--- src/rtl/watchdog_pkg.sv ---
// Constants, register map and state codes for the windowed watchdog timer.
// =====================================================================
package watchdog_pkg;

   // =====================================================================
   // Register map, byte addresses on the APB bus.
   localparam int         ADDR_W      = 12;
   localparam logic [11:0] CTRL_OFFSET = 12'h000;
   localparam logic [11:0] CFG_OFFSET  = 12'h004;
   localparam logic [11:0] STAT_OFFSET = 12'h008;

   // Control register layout and reset value.
   localparam int         ARM_BIT      = 7;
   localparam int         TOP_BIT      = 6;
   localparam logic [7:0] CTRL_RESET   = 8'h7f;
   localparam logic [6:0] TIMEOUT_FROM = 7'h40;

   // Configuration register fields.
   localparam int CFG_TIE_BIT  = 0;
   localparam int CFG_LONG_BIT = 1;
   localparam logic [1:0] CFG_RESET = 2'h0;

   // Status register fields.
   localparam int STAT_STATE_LSB   = 0;
   localparam int STAT_PULSE_BIT   = 3;
   localparam int STAT_HW_BIT      = 4;
   localparam int STAT_HALTOPT_BIT = 5;
   localparam int STAT_ARMED_BIT   = 6;

   // =====================================================================
   // Timing.
   localparam int PRESCALE_DIV   = 16384;
   localparam int CLK_PERIOD_NS  = 50;
   localparam int RESET_PULSE_NS = 500;
   localparam int RESET_PULSE_CYCLES =
      (RESET_PULSE_NS + CLK_PERIOD_NS - 1) / CLK_PERIOD_NS;
   localparam int PULSE_W         = 4;
   localparam int WAKE_SHORT_CLKS = 256;
   localparam int WAKE_LONG_CLKS  = 4096;
   localparam int WAKE_W          = 12;

   // =====================================================================
   // Power-mode sequencer states.
   typedef enum logic [2:0] {
      ST_RUN       = 3'b000,
      ST_HALT_STEP = 3'b001,
      ST_HALTED    = 3'b010,
      ST_ACTIVE    = 3'b011,
      ST_WAKE      = 3'b100
   } wdg_state_e;

endpackage

--- src/rtl/tick_if.sv ---
// Handshake between the watchdog core and its prescaler.
`timescale 1ns/1ps
interface tick_if;
   logic run;
   logic tick;

   // The prescaler produces ticks while the core lets it run.
   modport source (input run, output tick);
   modport sink   (output run, input tick);
endinterface

--- src/rtl/wdg_prescaler.sv ---
// Prescaler that gives one tick every DIV clocks while run is high and holds its phase otherwise.
`timescale 1ns/1ps
module wdg_prescaler
   import watchdog_pkg::*;
#(
   parameter int DIV = PRESCALE_DIV
) (
   input wire logic pclk,
   input wire logic presetn,
   tick_if.source   tk
);

   localparam int          CW   = $clog2(DIV);
   localparam logic [CW-1:0] LAST = CW'(DIV - 1);

   logic [CW-1:0] cnt_reg;
   logic [CW-1:0] cnt_next;

   // =====================================================================
   // Phase counter. Nothing but reset clears it, so a counter write
   // lands at an unknown phase and the timeout varies by one step.
   always_comb begin
      cnt_next = cnt_reg;
      if (tk.run) begin
         if (cnt_reg == LAST) begin
            cnt_next = '0;
         end else begin
            cnt_next = cnt_reg + CW'(1);
         end
      end
   end

   always_ff @(posedge pclk or negedge presetn) begin
      if (!presetn) begin
         cnt_reg <= '0;
      end else begin
         cnt_reg <= cnt_next;
      end
   end

   // A tick lasts one cycle, at the end of each full period.
   assign tk.tick = tk.run & (cnt_reg == LAST);

endmodule

--- src/rtl/windowed_watchdog_timer.sv ---
// Windowed watchdog timer with APB register access and halt handling.
//
// Register access over APB and the register offsets are this design's own decisions.
`timescale 1ns/1ps
module windowed_watchdog_timer
   import watchdog_pkg::*;
#(
   parameter int PRESCALE = PRESCALE_DIV
) (
   input  wire logic              pclk,
   input  wire logic              presetn,
   input  wire logic [ADDR_W-1:0] paddr,
   input  wire logic              psel,
   input  wire logic              penable,
   input  wire logic              pwrite,
   input  wire logic [31:0]       pwdata,
   input  wire logic [3:0]        pstrb,
   output logic [31:0]            prdata,
   output logic                   pready,
   output logic                   pslverr,
   input  wire logic              halt_req,
   input  wire logic              ext_irq,
   input  wire logic              osc_irq,
   input  wire logic              hw_option_pin,
   input  wire logic              halt_option_pin,
   output logic                   wdg_reset_n
);

   // =====================================================================
   // Register selection.
   localparam logic [1:0] SEL_CTRL = 2'h0;
   localparam logic [1:0] SEL_CFG  = 2'h1;
   localparam logic [1:0] SEL_STAT = 2'h2;
   localparam logic [1:0] SEL_NONE = 2'h3;
   localparam logic [PULSE_W-1:0] PULSE_LOAD = PULSE_W'(RESET_PULSE_CYCLES);
   localparam logic [WAKE_W-1:0]  WAKE_SHORT = WAKE_W'(WAKE_SHORT_CLKS - 1);
   localparam logic [WAKE_W-1:0]  WAKE_LONG  = WAKE_W'(WAKE_LONG_CLKS - 1);

   function automatic logic [1:0] decode_reg(input logic [ADDR_W-1:0] a);
      if (a == CTRL_OFFSET) begin
         decode_reg = SEL_CTRL;
      end else if (a == CFG_OFFSET) begin
         decode_reg = SEL_CFG;
      end else if (a == STAT_OFFSET) begin
         decode_reg = SEL_STAT;
      end else begin
         decode_reg = SEL_NONE;
      end
   endfunction

   logic                hw_sync1_reg;
   logic                hw_sync2_reg;
   logic                ho_sync1_reg;
   logic                ho_sync2_reg;
   logic [1:0]          cfg_reg;
   logic [1:0]          cfg_next;
   logic [31:0]         prdata_reg;
   logic [31:0]         prdata_next;
   logic                arm_reg;
   logic                arm_next;
   logic [6:0]          count_reg;
   logic [6:0]          count_next;
   wdg_state_e          state_reg;
   wdg_state_e          state_next;
   logic [WAKE_W-1:0]   wake_reg;
   logic [WAKE_W-1:0]   wake_next;
   logic [PULSE_W-1:0]  pulse_reg;
   logic [PULSE_W-1:0]  pulse_next;
   logic                rst_n_reg;
   logic                rst_n_next;
   logic [1:0]          sel;
   logic                setup;
   logic                access;
   logic                wr_ctrl;
   logic                wr_cfg;
   logic                armed;
   logic                counting;
   logic                fire;
   logic                tie;

   tick_if tk ();

   // =====================================================================
   // Option straps come from outside the clock domain, so each passes two
   // flip-flops; only the second stage is read by the logic.
   always_ff @(posedge pclk or negedge presetn) begin
      if (!presetn) begin
         hw_sync1_reg <= 1'b0;
         hw_sync2_reg <= 1'b0;
         ho_sync1_reg <= 1'b0;
         ho_sync2_reg <= 1'b0;
      end else begin
         hw_sync1_reg <= hw_option_pin;
         hw_sync2_reg <= hw_sync1_reg;
         ho_sync1_reg <= halt_option_pin;
         ho_sync2_reg <= ho_sync1_reg;
      end
   end

   // =====================================================================
   // APB slave: zero wait states, read data captured in the setup phase.
   assign sel     = decode_reg(paddr);
   assign setup   = psel & ~penable;
   assign access  = psel & penable;
   assign wr_ctrl = access & pwrite & pstrb[0] & (sel == SEL_CTRL);
   assign wr_cfg  = access & pwrite & pstrb[0] & (sel == SEL_CFG);
   assign pready  = 1'b1;
   // Unmapped addresses and writes to the status word are refused.
   assign pslverr = access & ((sel == SEL_NONE) | (pwrite & (sel == SEL_STAT)));
   assign tie     = cfg_reg[CFG_TIE_BIT];

   // Next configuration and read data.
   always_comb begin
      cfg_next    = cfg_reg;
      prdata_next = prdata_reg;
      if (wr_cfg) begin
         cfg_next = pwdata[1:0];
      end
      if (setup) begin
         prdata_next = '0;
         if (sel == SEL_CTRL) begin
            prdata_next[7:0] = {arm_reg, count_reg};
         end else if (sel == SEL_CFG) begin
            prdata_next[1:0] = cfg_reg;
         end else if (sel == SEL_STAT) begin
            prdata_next[STAT_STATE_LSB +: 3] = state_reg;
            prdata_next[STAT_PULSE_BIT]      = ~rst_n_reg;
            prdata_next[STAT_HW_BIT]         = hw_sync2_reg;
            prdata_next[STAT_HALTOPT_BIT]    = ho_sync2_reg;
            prdata_next[STAT_ARMED_BIT]      = armed;
         end
      end
   end

   always_ff @(posedge pclk or negedge presetn) begin
      if (!presetn) begin
         cfg_reg    <= CFG_RESET;
         prdata_reg <= '0;
      end else begin
         cfg_reg    <= cfg_next;
         prdata_reg <= prdata_next;
      end
   end

   assign prdata = prdata_reg;

   // =====================================================================
   // Watchdog core. The hardware option overrides the software arm bit.
   assign armed    = arm_reg | hw_sync2_reg;
   // Slow and wait modes are not seen here at all, so they count as run.
   assign counting = (state_reg == ST_RUN) | (state_reg == ST_HALT_STEP);
   assign tk.run   = counting;

   wdg_prescaler #(
      .DIV (PRESCALE)
   ) u_prescaler (
      .pclk    (pclk),
      .presetn (presetn),
      .tk      (tk)
   );

   // Next counter, arm bit, sequencer state and wake delay.
   always_comb begin
      count_next = count_reg;
      arm_next   = arm_reg;
      state_next = state_reg;
      wake_next  = wake_reg;
      fire       = 1'b0;
      if (counting && tk.tick) begin
         count_next = count_reg - 7'h01;
         if (armed && count_reg == TIMEOUT_FROM) begin
            fire = 1'b1;
         end
      end
      case (state_reg)
         ST_RUN: begin
            if (halt_req) begin
               if (tie) begin
                  state_next = ST_ACTIVE;
               end else if (ho_sync2_reg && armed) begin
                  fire = 1'b1;
               end else begin
                  state_next = ST_HALT_STEP;
               end
            end
         end
         ST_HALT_STEP: begin
            // One last decrement, then the counter stops until ext_irq wakes it.
            if (tk.tick) begin
               state_next = ST_HALTED;
            end
         end
         ST_HALTED: begin
            if (ext_irq) begin
               state_next = ST_WAKE;
               wake_next  = cfg_reg[CFG_LONG_BIT] ? WAKE_LONG : WAKE_SHORT;
            end
         end
         ST_ACTIVE: begin
            if (osc_irq || ext_irq) begin
               state_next = ST_RUN;
            end
         end
         ST_WAKE: begin
            if (wake_reg == '0) begin
               state_next = ST_RUN;
            end else begin
               wake_next = wake_reg - WAKE_W'(1);
            end
         end
         default: begin
            state_next = ST_RUN;
         end
      endcase
      // A write reloads the counter and never touches the prescaler.
      if (wr_ctrl) begin
         count_next = pwdata[6:0];
         if (pwdata[ARM_BIT]) begin
            arm_next = 1'b1;
         end
         if ((pwdata[ARM_BIT] || hw_sync2_reg) && !pwdata[TOP_BIT]) begin
            fire = 1'b1;
         end
      end
   end

   // Reset disarms and restarts through the short wake delay.
   always_ff @(posedge pclk or negedge presetn) begin
      if (!presetn) begin
         arm_reg   <= CTRL_RESET[ARM_BIT];
         count_reg <= CTRL_RESET[6:0];
         state_reg <= ST_WAKE;
         wake_reg  <= WAKE_SHORT;
      end else begin
         arm_reg   <= arm_next;
         count_reg <= count_next;
         state_reg <= state_next;
         wake_reg  <= wake_next;
      end
   end

   // =====================================================================
   // Reset pulse stretcher. A new cause restarts the full pulse width.
   always_comb begin
      pulse_next = pulse_reg;
      if (fire) begin
         pulse_next = PULSE_LOAD;
      end else if (pulse_reg != '0) begin
         pulse_next = pulse_reg - PULSE_W'(1);
      end
      rst_n_next = (pulse_next == '0);
   end

   always_ff @(posedge pclk or negedge presetn) begin
      if (!presetn) begin
         pulse_reg <= '0;
         rst_n_reg <= 1'b1;
      end else begin
         pulse_reg <= pulse_next;
         rst_n_reg <= rst_n_next;
      end
   end

   assign wdg_reset_n = rst_n_reg;
endmodule

--- config.mk ---
export PLATFORM = sky130hd
export DESIGN_NAME = windowed_watchdog_timer
export DESIGN_NICKNAME = d
export VERILOG_FILES = /design/src/rtl/watchdog_pkg.sv /design/src/rtl/tick_if.sv /design/src/rtl/wdg_prescaler.sv /design/src/rtl/windowed_watchdog_timer.sv
export SDC_FILE = /design/constraint.sdc
export NUM_CORES = 1
export LEC_CHECK = 0
export BUFFER_PORTS_ARGS = -buffer_cell sky130_fd_sc_hd__buf_2
export CORE_MARGIN = 2
export CORE_UTILIZATION = 52
export CTS_CLUSTER_DIAMETER = 150
export DETAILED_ROUTE_END_ITERATION = 7
export GPL_TIMING_DRIVEN = 0
export PLACE_DENSITY = 0.8
export REMOVE_ABC_BUFFERS = 1
export SYNTH_ARGS = -nofsm -noshare
export SYNTH_HDL_FRONTEND = slang
export SYNTH_SLANG_ARGS = --single-unit
--- constraint.sdc ---
create_clock -name pclk -period 2.4 [get_ports pclk]
set_clock_uncertainty 0.1 [all_clocks]
set_input_delay 0.48 -clock pclk [delete_from_list [all_inputs] [get_ports pclk]]
set_output_delay 0.48 -clock pclk [all_outputs]
set_load 0.02 [all_outputs]
# After elaboration in Yosys (flattened, before gate mapping)

Index checks and enable logic that the tools add are counted.
Widths: inputs -> output; s select.

Memory bits (read-only): 0
Latch bits: 0
Register bits: 56
Output and inout bits: 35
Word-level logic and storage cells: 100
Memories kept: 0
RAM bits: 0
Input port bits: 58

Equal/unequal tests: 18
Reductions and logical operators: 18
Bitwise gates (word level): 14
$mul: 0
Div/mod/pow operators: 0
Multiplexer cells: 33
$add $sub $neg: 4
Shifts and indexed selects: 0
Magnitude comparators: 0

Operator list:

| cell                  | count |
|---|---|
| $mux 12               | 3 |
| $mux 7                | 4 |
| $logic_not 12->1      | 2 |
| $pmux 12 s2           | 1 |
| $mux 3                | 7 |
| $pmux 3 s5            | 1 |
| $add 14x1->14 const B | 1 |
| $eq 14x14->1 const B  | 1 |
| $mux 14               | 1 |
| $eq 12x3->1 const B   | 1 |
| $eq 12x4->1 const B   | 1 |
| $ne 2x2->1 const B    | 6 |
| $sub 12x1->12 const B | 1 |
| $mux 1                | 10 |
| $and 1x1->1           | 9 |
| $mux 4                | 2 |
| $eq 7x7->1 const B    | 1 |
| $sub 7x1->7 const B   | 1 |
| $eq 3x2->1 const B    | 2 |
| $mux 2                | 3 |
| $reduce_and 6->1      | 1 |
| $mux 5                | 1 |
| $eq 2x2->1 const B    | 2 |
| $logic_and 1x1->1     | 4 |
| 16 further kinds      | 21 |

# Logic depth before layout (Yosys ltp)

Gate-level depths: netlist of run 1.

Word-level depth: 13
Gate-level depth with buffers: 8

# By module

From an unflattened synthesis of run 1, not the netlist that was laid out.

Cells, all modules: 322
Area, all modules: 3229.3 µm²

By module, submodules not included:

| module                  | instances | cells each | seq. area each (µm²) | area each (µm²) |
|---|---|---|---|---|
| windowed_watchdog_timer | 1         | 254        | 1072.3               | 2526.2 |
| wdg_prescaler           | 1         | 68         | 350.3                | 703.2 |

# Worst setup path after synthesis of run 1

OpenSTA, ideal clock, no wires.

Path type: input to output
From: in paddr[9]
To: out pslverr
Arrival: 1.874 ns
Data required time: 1.820 ns
Buffers on the path: 0
Cell stages on the path: 3
Path slack: -0.054 ns
Cell sequence: or4_1 > nor4_2 > a211oi_1

Word-level cells in the longest chain between the ends: 8
Elaborated cells on any way between the ends: 11
Classes of those cells: eq/ne: 4; mux: 3; bitwise: 3; reduce/logical: 1

Ends and longest elaborated chain:

| element            | RTL line                       | text |
|---|---|---|
| start: declaration | windowed_watchdog_timer.sv:12  | `input wire logic [ADDR_W-1:0] paddr,` |
| $eq 12x4->1        | windowed_watchdog_timer.sv:44  | `end else if (a == STAT_OFFSET) begin` |
| $mux 1             | windowed_watchdog_timer.sv:44  |  |
| $mux 2             | windowed_watchdog_timer.sv:42  | `end else if (a == CFG_OFFSET) begin` |
| $mux 2 (*)         | windowed_watchdog_timer.sv:40  | `if (a == CTRL_OFFSET) begin` |
| $eq 2x2->1         | windowed_watchdog_timer.sv:109 | `assign pslverr = access & ((sel == SEL_NONE) \| (pwrite & (sel == SEL_STAT)));` |
| $and 1x1->1        | windowed_watchdog_timer.sv:109 |  |
| $or 1x1->1 (*)     | windowed_watchdog_timer.sv:109 |  |
| $and 1x1->1 (*)    | windowed_watchdog_timer.sv:109 |  |
| end: declaration   | windowed_watchdog_timer.sv:20  | `output logic pslverr,` |

Every way passes the cells marked *; elsewhere a longest branch is shown, timed or not.

# Worst setup path after layout of run 1

From: in paddr[7]
To: out pslverr

Same word-level chain as after synthesis.

==> key figures, run 1 <==
Detailed routing
  • # DRC: 0
  • DR WL/cell: 14.90 um
  • M1 WL: 2871 um
  • Top sig layer: met4
  • Post-route ant nets: 0
  • 1st-pass router iterations: 4
  • Routed length on met3: 394 um
  • Drt total wl: 6688 um
  • Vias per std cell: 5.795
  • Routed via count: 2602
  • Starting DRC count in detailed routing: 137
  • Metal2 WL: 3307 um

Placement
  • Final RePlAce weighted congestion: 0.8463
  • Hpwl dp: 4921 um
  • Port bufs: 40

Layout
  • Share of cells above drive strength 1: 24.33%
  • Nets@finish: 436
  • Area of the multi-input gates: 1668 um2
  • Antenna diodes: 0
  • Final Util: 59.62%
  • Fillcell total: 493
  • Max reg flops: 14
  • Most common cell after layout, fill and taps aside: buf_2
  • Most frequent cells in the layout: buf_2 (40), dfrtp_1 (39), nand2_1 (26), conb_1 (25), o21ai_0 (19)
  • FF+latch area: 1423 um2
  • Area grow syn2layout: 10.17%

Timing
  • Headroom to the max-slew limit: 20.87%
  • Max Freq: 434.7 MHz
  • Endpoints failing setup: 0
  • Hold slack: 0.1627 ns
  • Slew Limit Fails: 0
  • Tcrit/Tclk final: 95.85%
  • RSZ-0062 raised after global routing: no
  • Slew @ Worst Pin: 1.187 ns
  • Minimum clock period: 2.301 ns
  • Hold Vio Cnt, Final: 0

Clock network
  • CTS H-tree lvls: 2
  • CTS tree: done
  • Cts hold-fix bufs: 0
  • CTS buffer count: 5
  • Clk slew on worst S/H paths: 0.10 ns
  • Clk buf depth: 2
  • Worst-skew pair later-pin latency: 0.31 ns
  • CTS sink count: 56
  • Clock root buffer: clkbuf_8

Synth
  • Post-synth top area cell: dfrtp_1
  • Seq cells post-synth: 56
  • Synth unique cells: 56
  • Area share of the leading cell type in the synthesized netlist: 30.28%
  • Synth top area cells: dfrtp_1 (30%), dfstp_2 (14%), buf_4 (5.8%), nand2_1 (3.0%), o21ai_0 (3.0%)
  • Post-Syn Area: 3223 um2
  • Synthesized area per cell: 9.679 um2
  • FFs w/ async S/R, synth: 100.0%
  • Register area share after synthesis: 44.14%
  • Post-synth top flop: dfrtp_1
  • Number of synthesized flops with an enable pin: 0
  • Mapped Cells: 333
  • Synth warn: 0

Global route
  • GR Overflow Total: 0
  • Vias in the first global route: 2410
  • Initial antenna violation count: 0
  • First-pass GRT wire length: 10900 um
  • Largest net degree at the start of global routing: 57
  • Total track usage: 20.58%

Worst setup path
  • Setup CP Type: input port to output pin
  • Critical Path Start Type: input port
  • WP data required: 1.82 ns
  • Crit path max fanout: 4
  • WP data arrival: 1.72 ns
  • Worst Setup End Kind: output pin

Floorplanning
  • Die area: 6844 um2
  • Ports: 93
  • Die width: 82.73 um
  • Placeable Area: 5956 um2
  • Row count: 28
  • Die H: 82.73 um
  • Initial cell density of the core: 54.12%

Job
  • Max Cap Violations: 0

Power
  • Pwr per Cell Area: 611.0 nW/um2
  • Power Total: 0.002170 W
  • Leakage: 1.545 nW
  • Maximum VDD drop: 0.3373 mV

Worst hold path
  • Hold Path Class: input port to flop

Status
  • Outcome: finished, final reports clean
[cell families after synthesis]
| group | Yosys count | synth area share (%) |
|---|---|---|
| buf+inv | 46 | 8.269 |
| other cells | 2 | 0.2330 |
| simple gates | 140 | 25.78 |
| fa+ha+maj | 5 | 1.941 |
| xor+xnor | 14 | 3.804 |
| flops | 56 | 44.14 |
| mux | 7 | 2.290 |
| compound gates | 63 | 13.55 |
[per-layer routing]
layer,up-vias,global-route usage (%)
li1,1261,-
met1,1246,26.53
met2,85,34.35
met3,10,4.457
met4,0,6.885
met5,-,0
[synthesized netlist by cell type, drive strengths merged (4+ instances only)]
cell type	number
dfrtp	39
buf	27
nand2	27
o21ai	19
nor2	18
dfstp	17
nand3	15
inv	12
or3	12
or4	12
xnor2	10
nor3	8
a22oi	7
clkbuf	7
nor4	7
and4	6
nand2b	6
or2	6
a21oi	5
ha	5
nand4	5
a2bb2oi	4
a31oi	4
and3	4
mux2i	4
nor4bb	4
o311ai	4
xor2	4
[report_power, final]
part           leakage (nW)  internal, W  switching [W]
clock network        0.0485     0.000210       0.000316
registers             0.683      0.00106       0.000117
logic                 0.813     0.000214       0.000256
[timing repair]
action,in CTS,in global routing
setup endpoints to repair,4,3
buffers inserted,1,3
pin swaps,1,1
resized for setup,6,2
[path summary, 6_finish.rpt]
check	from	endpoint	slack, ns	cells after the start
worst min register to register	ho_sync1_reg$_DFF_PN0_	ho_sync2_reg$_DFF_PN0_	0.26	0
worst max register to register	wake_reg[8]$_DFFE_PN0P_	wake_reg[9]$_DFFE_PN0P_	0.12	4
min in group asynchronous	presetn	prdata[6]$_DFFE_PN0P_	0.31	1
worst max-delay path	paddr[7]	pslverr	0.1	5
max in group asynchronous	presetn	u_prescaler.cnt_reg[12]$_DFFE_PN0N_	1.18	1
worst min-delay path	halt_option_pin	ho_sync1_reg$_DFF_PN0_	0.16	1
[stage by stage]
step | setup WS, ns | cells | area (um2) | setup TNS (ns)
after floorplan | -0.05450 | 322 | 3088 | -0.05450
after global placement | -0.4013 | 437 | 3382 | -0.8788
after detailed placement | -0.3774 | 437 | 3382 | -0.8780
after CTS | 0.02553 | 446 | 3520 | 0
after global routing | 0.02862 | 449 | 3551 | 0
final | 0.09949 | 449 | 3551 | 0
[critical path: stages]
cell and delay (ns):
buf_2 0.09, or4_4 0.59, nor4_4 0.29, a211oi_1 0.10
buf_2 0.16
[layout make-up]
type	count	share of cell area, %
clock buffer	5	1.938
clock inverter	3	0.6342
inverter	12	1.268
multi-input combinational	254	46.97
sequential	56	40.06
tap	75	2.643
timing repair buffer	44	6.483
No activity file was read; power rests on OpenSTA's default activity.
==> run 2, diff against run 1 <==
--- a/config.mk
+++ b/config.mk
@@ -5,13 +5,14 @@
 export SDC_FILE = /design/constraint.sdc
 export NUM_CORES = 1
 export LEC_CHECK = 0
+export ABC_AREA = 1
 export BUFFER_PORTS_ARGS = -buffer_cell sky130_fd_sc_hd__buf_2
 export CORE_MARGIN = 2
-export CORE_UTILIZATION = 52
+export CORE_UTILIZATION = 53
 export CTS_CLUSTER_DIAMETER = 150
 export DETAILED_ROUTE_END_ITERATION = 7
 export GPL_TIMING_DRIVEN = 0
-export PLACE_DENSITY = 0.8
+export PLACE_DENSITY = 0.81
 export REMOVE_ABC_BUFFERS = 1
 export SYNTH_ARGS = -nofsm -noshare
 export SYNTH_HDL_FRONTEND = slang
==> run 2 against run 1 <==
  * Cell count up 29%
  * Highest routed layer unchanged
  * Hold slack worse by 0.062 ns
  * Cell area up 3.7%
  * Critical path depth up 3
  * Die area up 3.9%
  * Via count up 12%
  * Largest cell class unchanged
  * Fmax up 4.8%
  * Global-route usage up 0.17 points
  * Flip-flop and latch count unchanged
  * Register-to-register slack better by 0.20 ns
  * Sequential share of layout area down 1.4 points
==> key figures, run 2 <==
Status
  • Outcome: finished, final reports clean (unchanged)

Layout
  • Share of cells above drive strength 1: 15.67% (was 24.33%)
  • Max reg flops: 14 (unchanged)
  • Area of the multi-input gates: 1660 um2 (was 1668 um2)
  • FF+latch area: 1423 um2 (unchanged)
  • Most common cell after layout, fill and taps aside: nand2_1 (was buf_2)
  • Area grow syn2layout: 7.644% (was 10.17%)
  • Most frequent cells in the layout: nand2_1 (117), nor2_1 (63), inv_1 (55), dfrtp_1 (39), buf_2 (39) (was buf_2 (40), dfrtp_1 (39), nand2_1 (26), conb_1 (25), o21ai_0 (19))
  • Cell area after layout: 3682 um2 (was 3551 um2)
  • Nets@finish: 566 (was 436)
  • Fillcell total: 577 (was 493)
  • Final std cells w/o fill: 581 (was 449)
  • Antenna diodes: 0 (unchanged)

Global route
  • First-pass GRT wire length: 12250 um (was 10900 um)
  • Vias in the first global route: 2863 (was 2410)
  • Largest net degree at the start of global routing: 57 (unchanged)
  • Initial antenna violation count: 0 (unchanged)
  • GR Overflow Total: 0 (unchanged)
  • Total track usage: 20.74% (was 20.58%)

Timing
  • Max Freq: 455.6 MHz (was 434.7 MHz)
  • Minimum clock period: 2.195 ns (was 2.301 ns)
  • Headroom to the max-slew limit: 54.41% (was 20.87%)
  • Hold slack: 0.1006 ns (was 0.1627 ns)
  • RSZ-0062 raised after global routing: no (unchanged)
  • Setup Total Neg Slack: 0 ns (unchanged)
  • Tcrit/Tclk final: 91.45% (was 95.85%)
  • Endpoints failing setup: 0 (unchanged)
  • Slew Limit Fails: 0 (unchanged)
  • Slew @ Worst Pin: 0.6839 ns (was 1.187 ns)
  • Hold Vio Cnt, Final: 0 (unchanged)

Worst setup path
  • WP data required: 1.82 ns (about the same)
  • Critical Path Start Type: input port (unchanged)
  • Reg2Reg Depth: 6 (was 4)
  • Max stage delay on crit path: 0.29 ns (was 0.59 ns)
  • Worst reg2reg path endpoint: u_prescaler.cnt_reg[11]$_DFFE_PN0N_ (was wake_reg[9]$_DFFE_PN0P_)
  • Worst reg2reg path startpoint: state_reg[1]$_DFFE_PN0P_ (was wake_reg[8]$_DFFE_PN0P_)
  • Cell Chain, Critical Path: buf_2 -> nor2_1 -> nand2_1 -> nor2_2 -> nand2_1 -> nand4_1 -> nor2_1 -> buf_2 (was buf_2 -> or4_4 -> nor4_4 -> a211oi_1 -> buf_2)
  • WP data arrival: 1.61 ns (was 1.72 ns)
  • Crit path max fanout: 8 (was 4)
  • Worst Setup End Kind: output pin (unchanged)
  • Setup CP Type: input port to output pin (unchanged)
  • Slowest stage cell, crit path: nor2_2 (was or4_4)
  • R2R Setup Slk: 0.32 ns (was 0.12 ns)

Detailed routing
  • 1st-pass router iterations: 4 (unchanged)
  • DR WL/cell: 11.93 um (was 14.90 um)
  • Drt total wl: 6929 um (was 6688 um)
  • # DRC: 0 (unchanged)
  • Starting DRC count in detailed routing: 152 (was 137)
  • Routed via count: 2924 (was 2602)
  • Vias per std cell: 5.033 (was 5.795)
  • Post-route ant nets: 0 (unchanged)

Power
  • Maximum VDD drop: 0.3651 mV (was 0.3373 mV)
  • Power Total: 0.001869 W (was 0.002170 W)
  • Switching share of power: 28.09% (was 31.79%)
  • Clock share of power: 28.5% (was 24.3%)
  • Pint: 0.001344 W (was 0.001480 W)
  • Leakage: 1.867 nW (was 1.545 nW)
  • Psw: 0.0005251 W (was 0.0006897 W)
  • Comb pwr share: 16.8% (was 21.6%)
  • Seq pwr share: 54.8% (was 54.1%)
  • Pwr per Cell Area: 507.7 nW/um2 (was 611.0 nW/um2)

Floorplanning
  • Die width: 84.34 um (was 82.73 um)
  • Placeable Area: 6314 um2 (was 5956 um2)
  • Row count: 29 (was 28)
  • Initial cell density of the core: 54.18% (was 54.12%)
  • Die area: 7113 um2 (was 6844 um2)
  • Ports: 93 (unchanged)
  • Die H: 84.34 um (was 82.73 um)

Clock network
  • CTS sink count: 56 (unchanged)
  • Clk slew on worst S/H paths: 0.09 ns (was 0.10 ns)
  • CTS buffer count: 5 (unchanged)
  • CTS tree: done (unchanged)
  • Worst-skew pair later-pin latency: 0.31 ns (about the same)
  • Clk buf depth: 2 (unchanged)
  • Clock root buffer: clkbuf_8 (unchanged)
  • CTS H-tree lvls: 2 (unchanged)

Synth
  • Post-synth top flop: dfrtp_1 (unchanged)
  • FFs w/ async S/R, synth: 100.0% (unchanged)
  • Synth unique cells: 36 (was 56)
  • Top cells by count, synth: nand2_1 (117), nor2_1 (63), inv_1 (55) (was dfrtp_1 (39), nand2_1 (26), buf_4 (25))
  • Register area share after synthesis: 41.59% (was 44.14%)
  • Synth warn: 0 (unchanged)
  • Most frequent cell after synthesis: nand2_1 (was dfrtp_1)
  • Synthesized area per cell: 7.388 um2 (was 9.679 um2)
  • Number of synthesized flops with an enable pin: 0 (unchanged)
  • Area share of the leading cell type in the synthesized netlist: 28.53% (was 30.28%)
  • Seq cells post-synth: 56 (unchanged)
  • Mapped Cells: 463 (was 333)
  • Post-Syn Area: 3421 um2 (was 3223 um2)
  • Post-synth top area cell: dfrtp_1 (unchanged)
  • Synth top area cells: dfrtp_1 (29%), dfstp_2 (13%), nand2_1 (13%), nor2_1 (6.9%), inv_1 (6.0%) (was dfrtp_1 (30%), dfstp_2 (14%), buf_4 (5.8%), nand2_1 (3.0%), o21ai_0 (3.0%))

Placement
  • Hpwl dp: 5267 um (was 4921 um)
  • Cell area after placement: 3585 um2 (was 3382 um2)
  • Port bufs: 40 (unchanged)
  • Placed insts: 573 (was 437)
  • Final RePlAce weighted congestion: 0.8852 (was 0.8463)

Worst hold path
  • Hold Path Class: input port to asynchronous set/reset pin (was input port to flop)

Job
  • Max Cap Violations: 0 (unchanged)
==> run 2: changes by cell type after synthesis, sizes merged, moves of 9 or more <==
| cell | previous run | this run |
|---|---|---|
| nand2 | 27 | 120 |
| nor2 | 18 | 68 |
| inv | 12 | 56 |
| nand3 | 15 | 36 |
| o21ai | 19 | 31 |
| or3 | 12 | 0 |
| or4 | 12 | 0 |
| xnor2 | 10 | 1 |
| xor2 | 4 | 13 |
==> run 2: power groups by stage <==
stage               clock network (W)  registers (W)  logic [W]
global placement                    0        0.00104   0.000304
detailed placement                  0        0.00104   0.000315
CTS                          0.000546        0.00102   0.000316
global route                 0.000576        0.00103   0.000366
finish                       0.000532        0.00102   0.000314
floorplan                           0        0.00105   0.000212
==> run 2: cell type report <==
class | count | area share (%)
Clock buffer | 8 | 2.446
Inverter | 56 | 5.708
Multi-Input combinational cell | 344 | 45.09
Sequential cell | 56 | 38.63
Tap cell | 77 | 2.616
Timing Repair Buffer | 40 | 5.505
==> run 2: logic make-up after synthesis <==
family | share of synthesized area (%)
fa+ha+maj | 1.829
xor+xnor | 3.585
buf+inv | 12.55
compound gates | 8.851
flops | 41.59
other cells | 0.2195
mux | 0.3292
simple gates | 31.05
==> run 2: metal layers <==
metal | vias up | track usage (%) | share of wire [%]
met5 | - | 0 | 0
met4 | 0 | 7.648 | 1.5
met3 | 11 | 4.031 | 5.0
met2 | 86 | 34.42 | 47
met1 | 1326 | 27.19 | 46
li1 | 1501 | - | -
==> run 2: how the worst max path moves through the flow <==
stage              start  endpoint  slack (ns)
3_5_place_dp   paddr[11]   pslverr        0.12
3_3_place_gp   paddr[11]   pslverr        0.15
5_1_grt         paddr[9]   pslverr        0.02
6_report       paddr[11]   pslverr        0.21
2_1_floorplan  paddr[11]   pslverr        0.53
4_1_cts        paddr[11]   pslverr        0.13
==> run 2: worst max-delay path, delay by kind of cell <==
| family | cells | cell delay, ns |
|---|---|---|
| buffers and inverters | 2 | 0.24 |
| AND/OR/NAND/NOR | 6 | 0.89 |
==> run 2: through the flow <==
| stage | utilization, % | setup WS, ns |
|---|---|---|
| after global routing | 58.32 | 0.01808 |
| final | 58.32 | 0.2052 |
| after floorplan | - | 0.5255 |
| after CTS | 58.20 | 0.1276 |
| after detailed placement | 56.78 | 0.1232 |
| after global placement | 56.78 | 0.1520 |
==> run 2: timing repair <==
action | CTS | global route
hold buffers | 0 | 0
setup buffers | 0 | 0
resized for setup | 0 | 1
endpoints found under the setup margin | 0 | 1
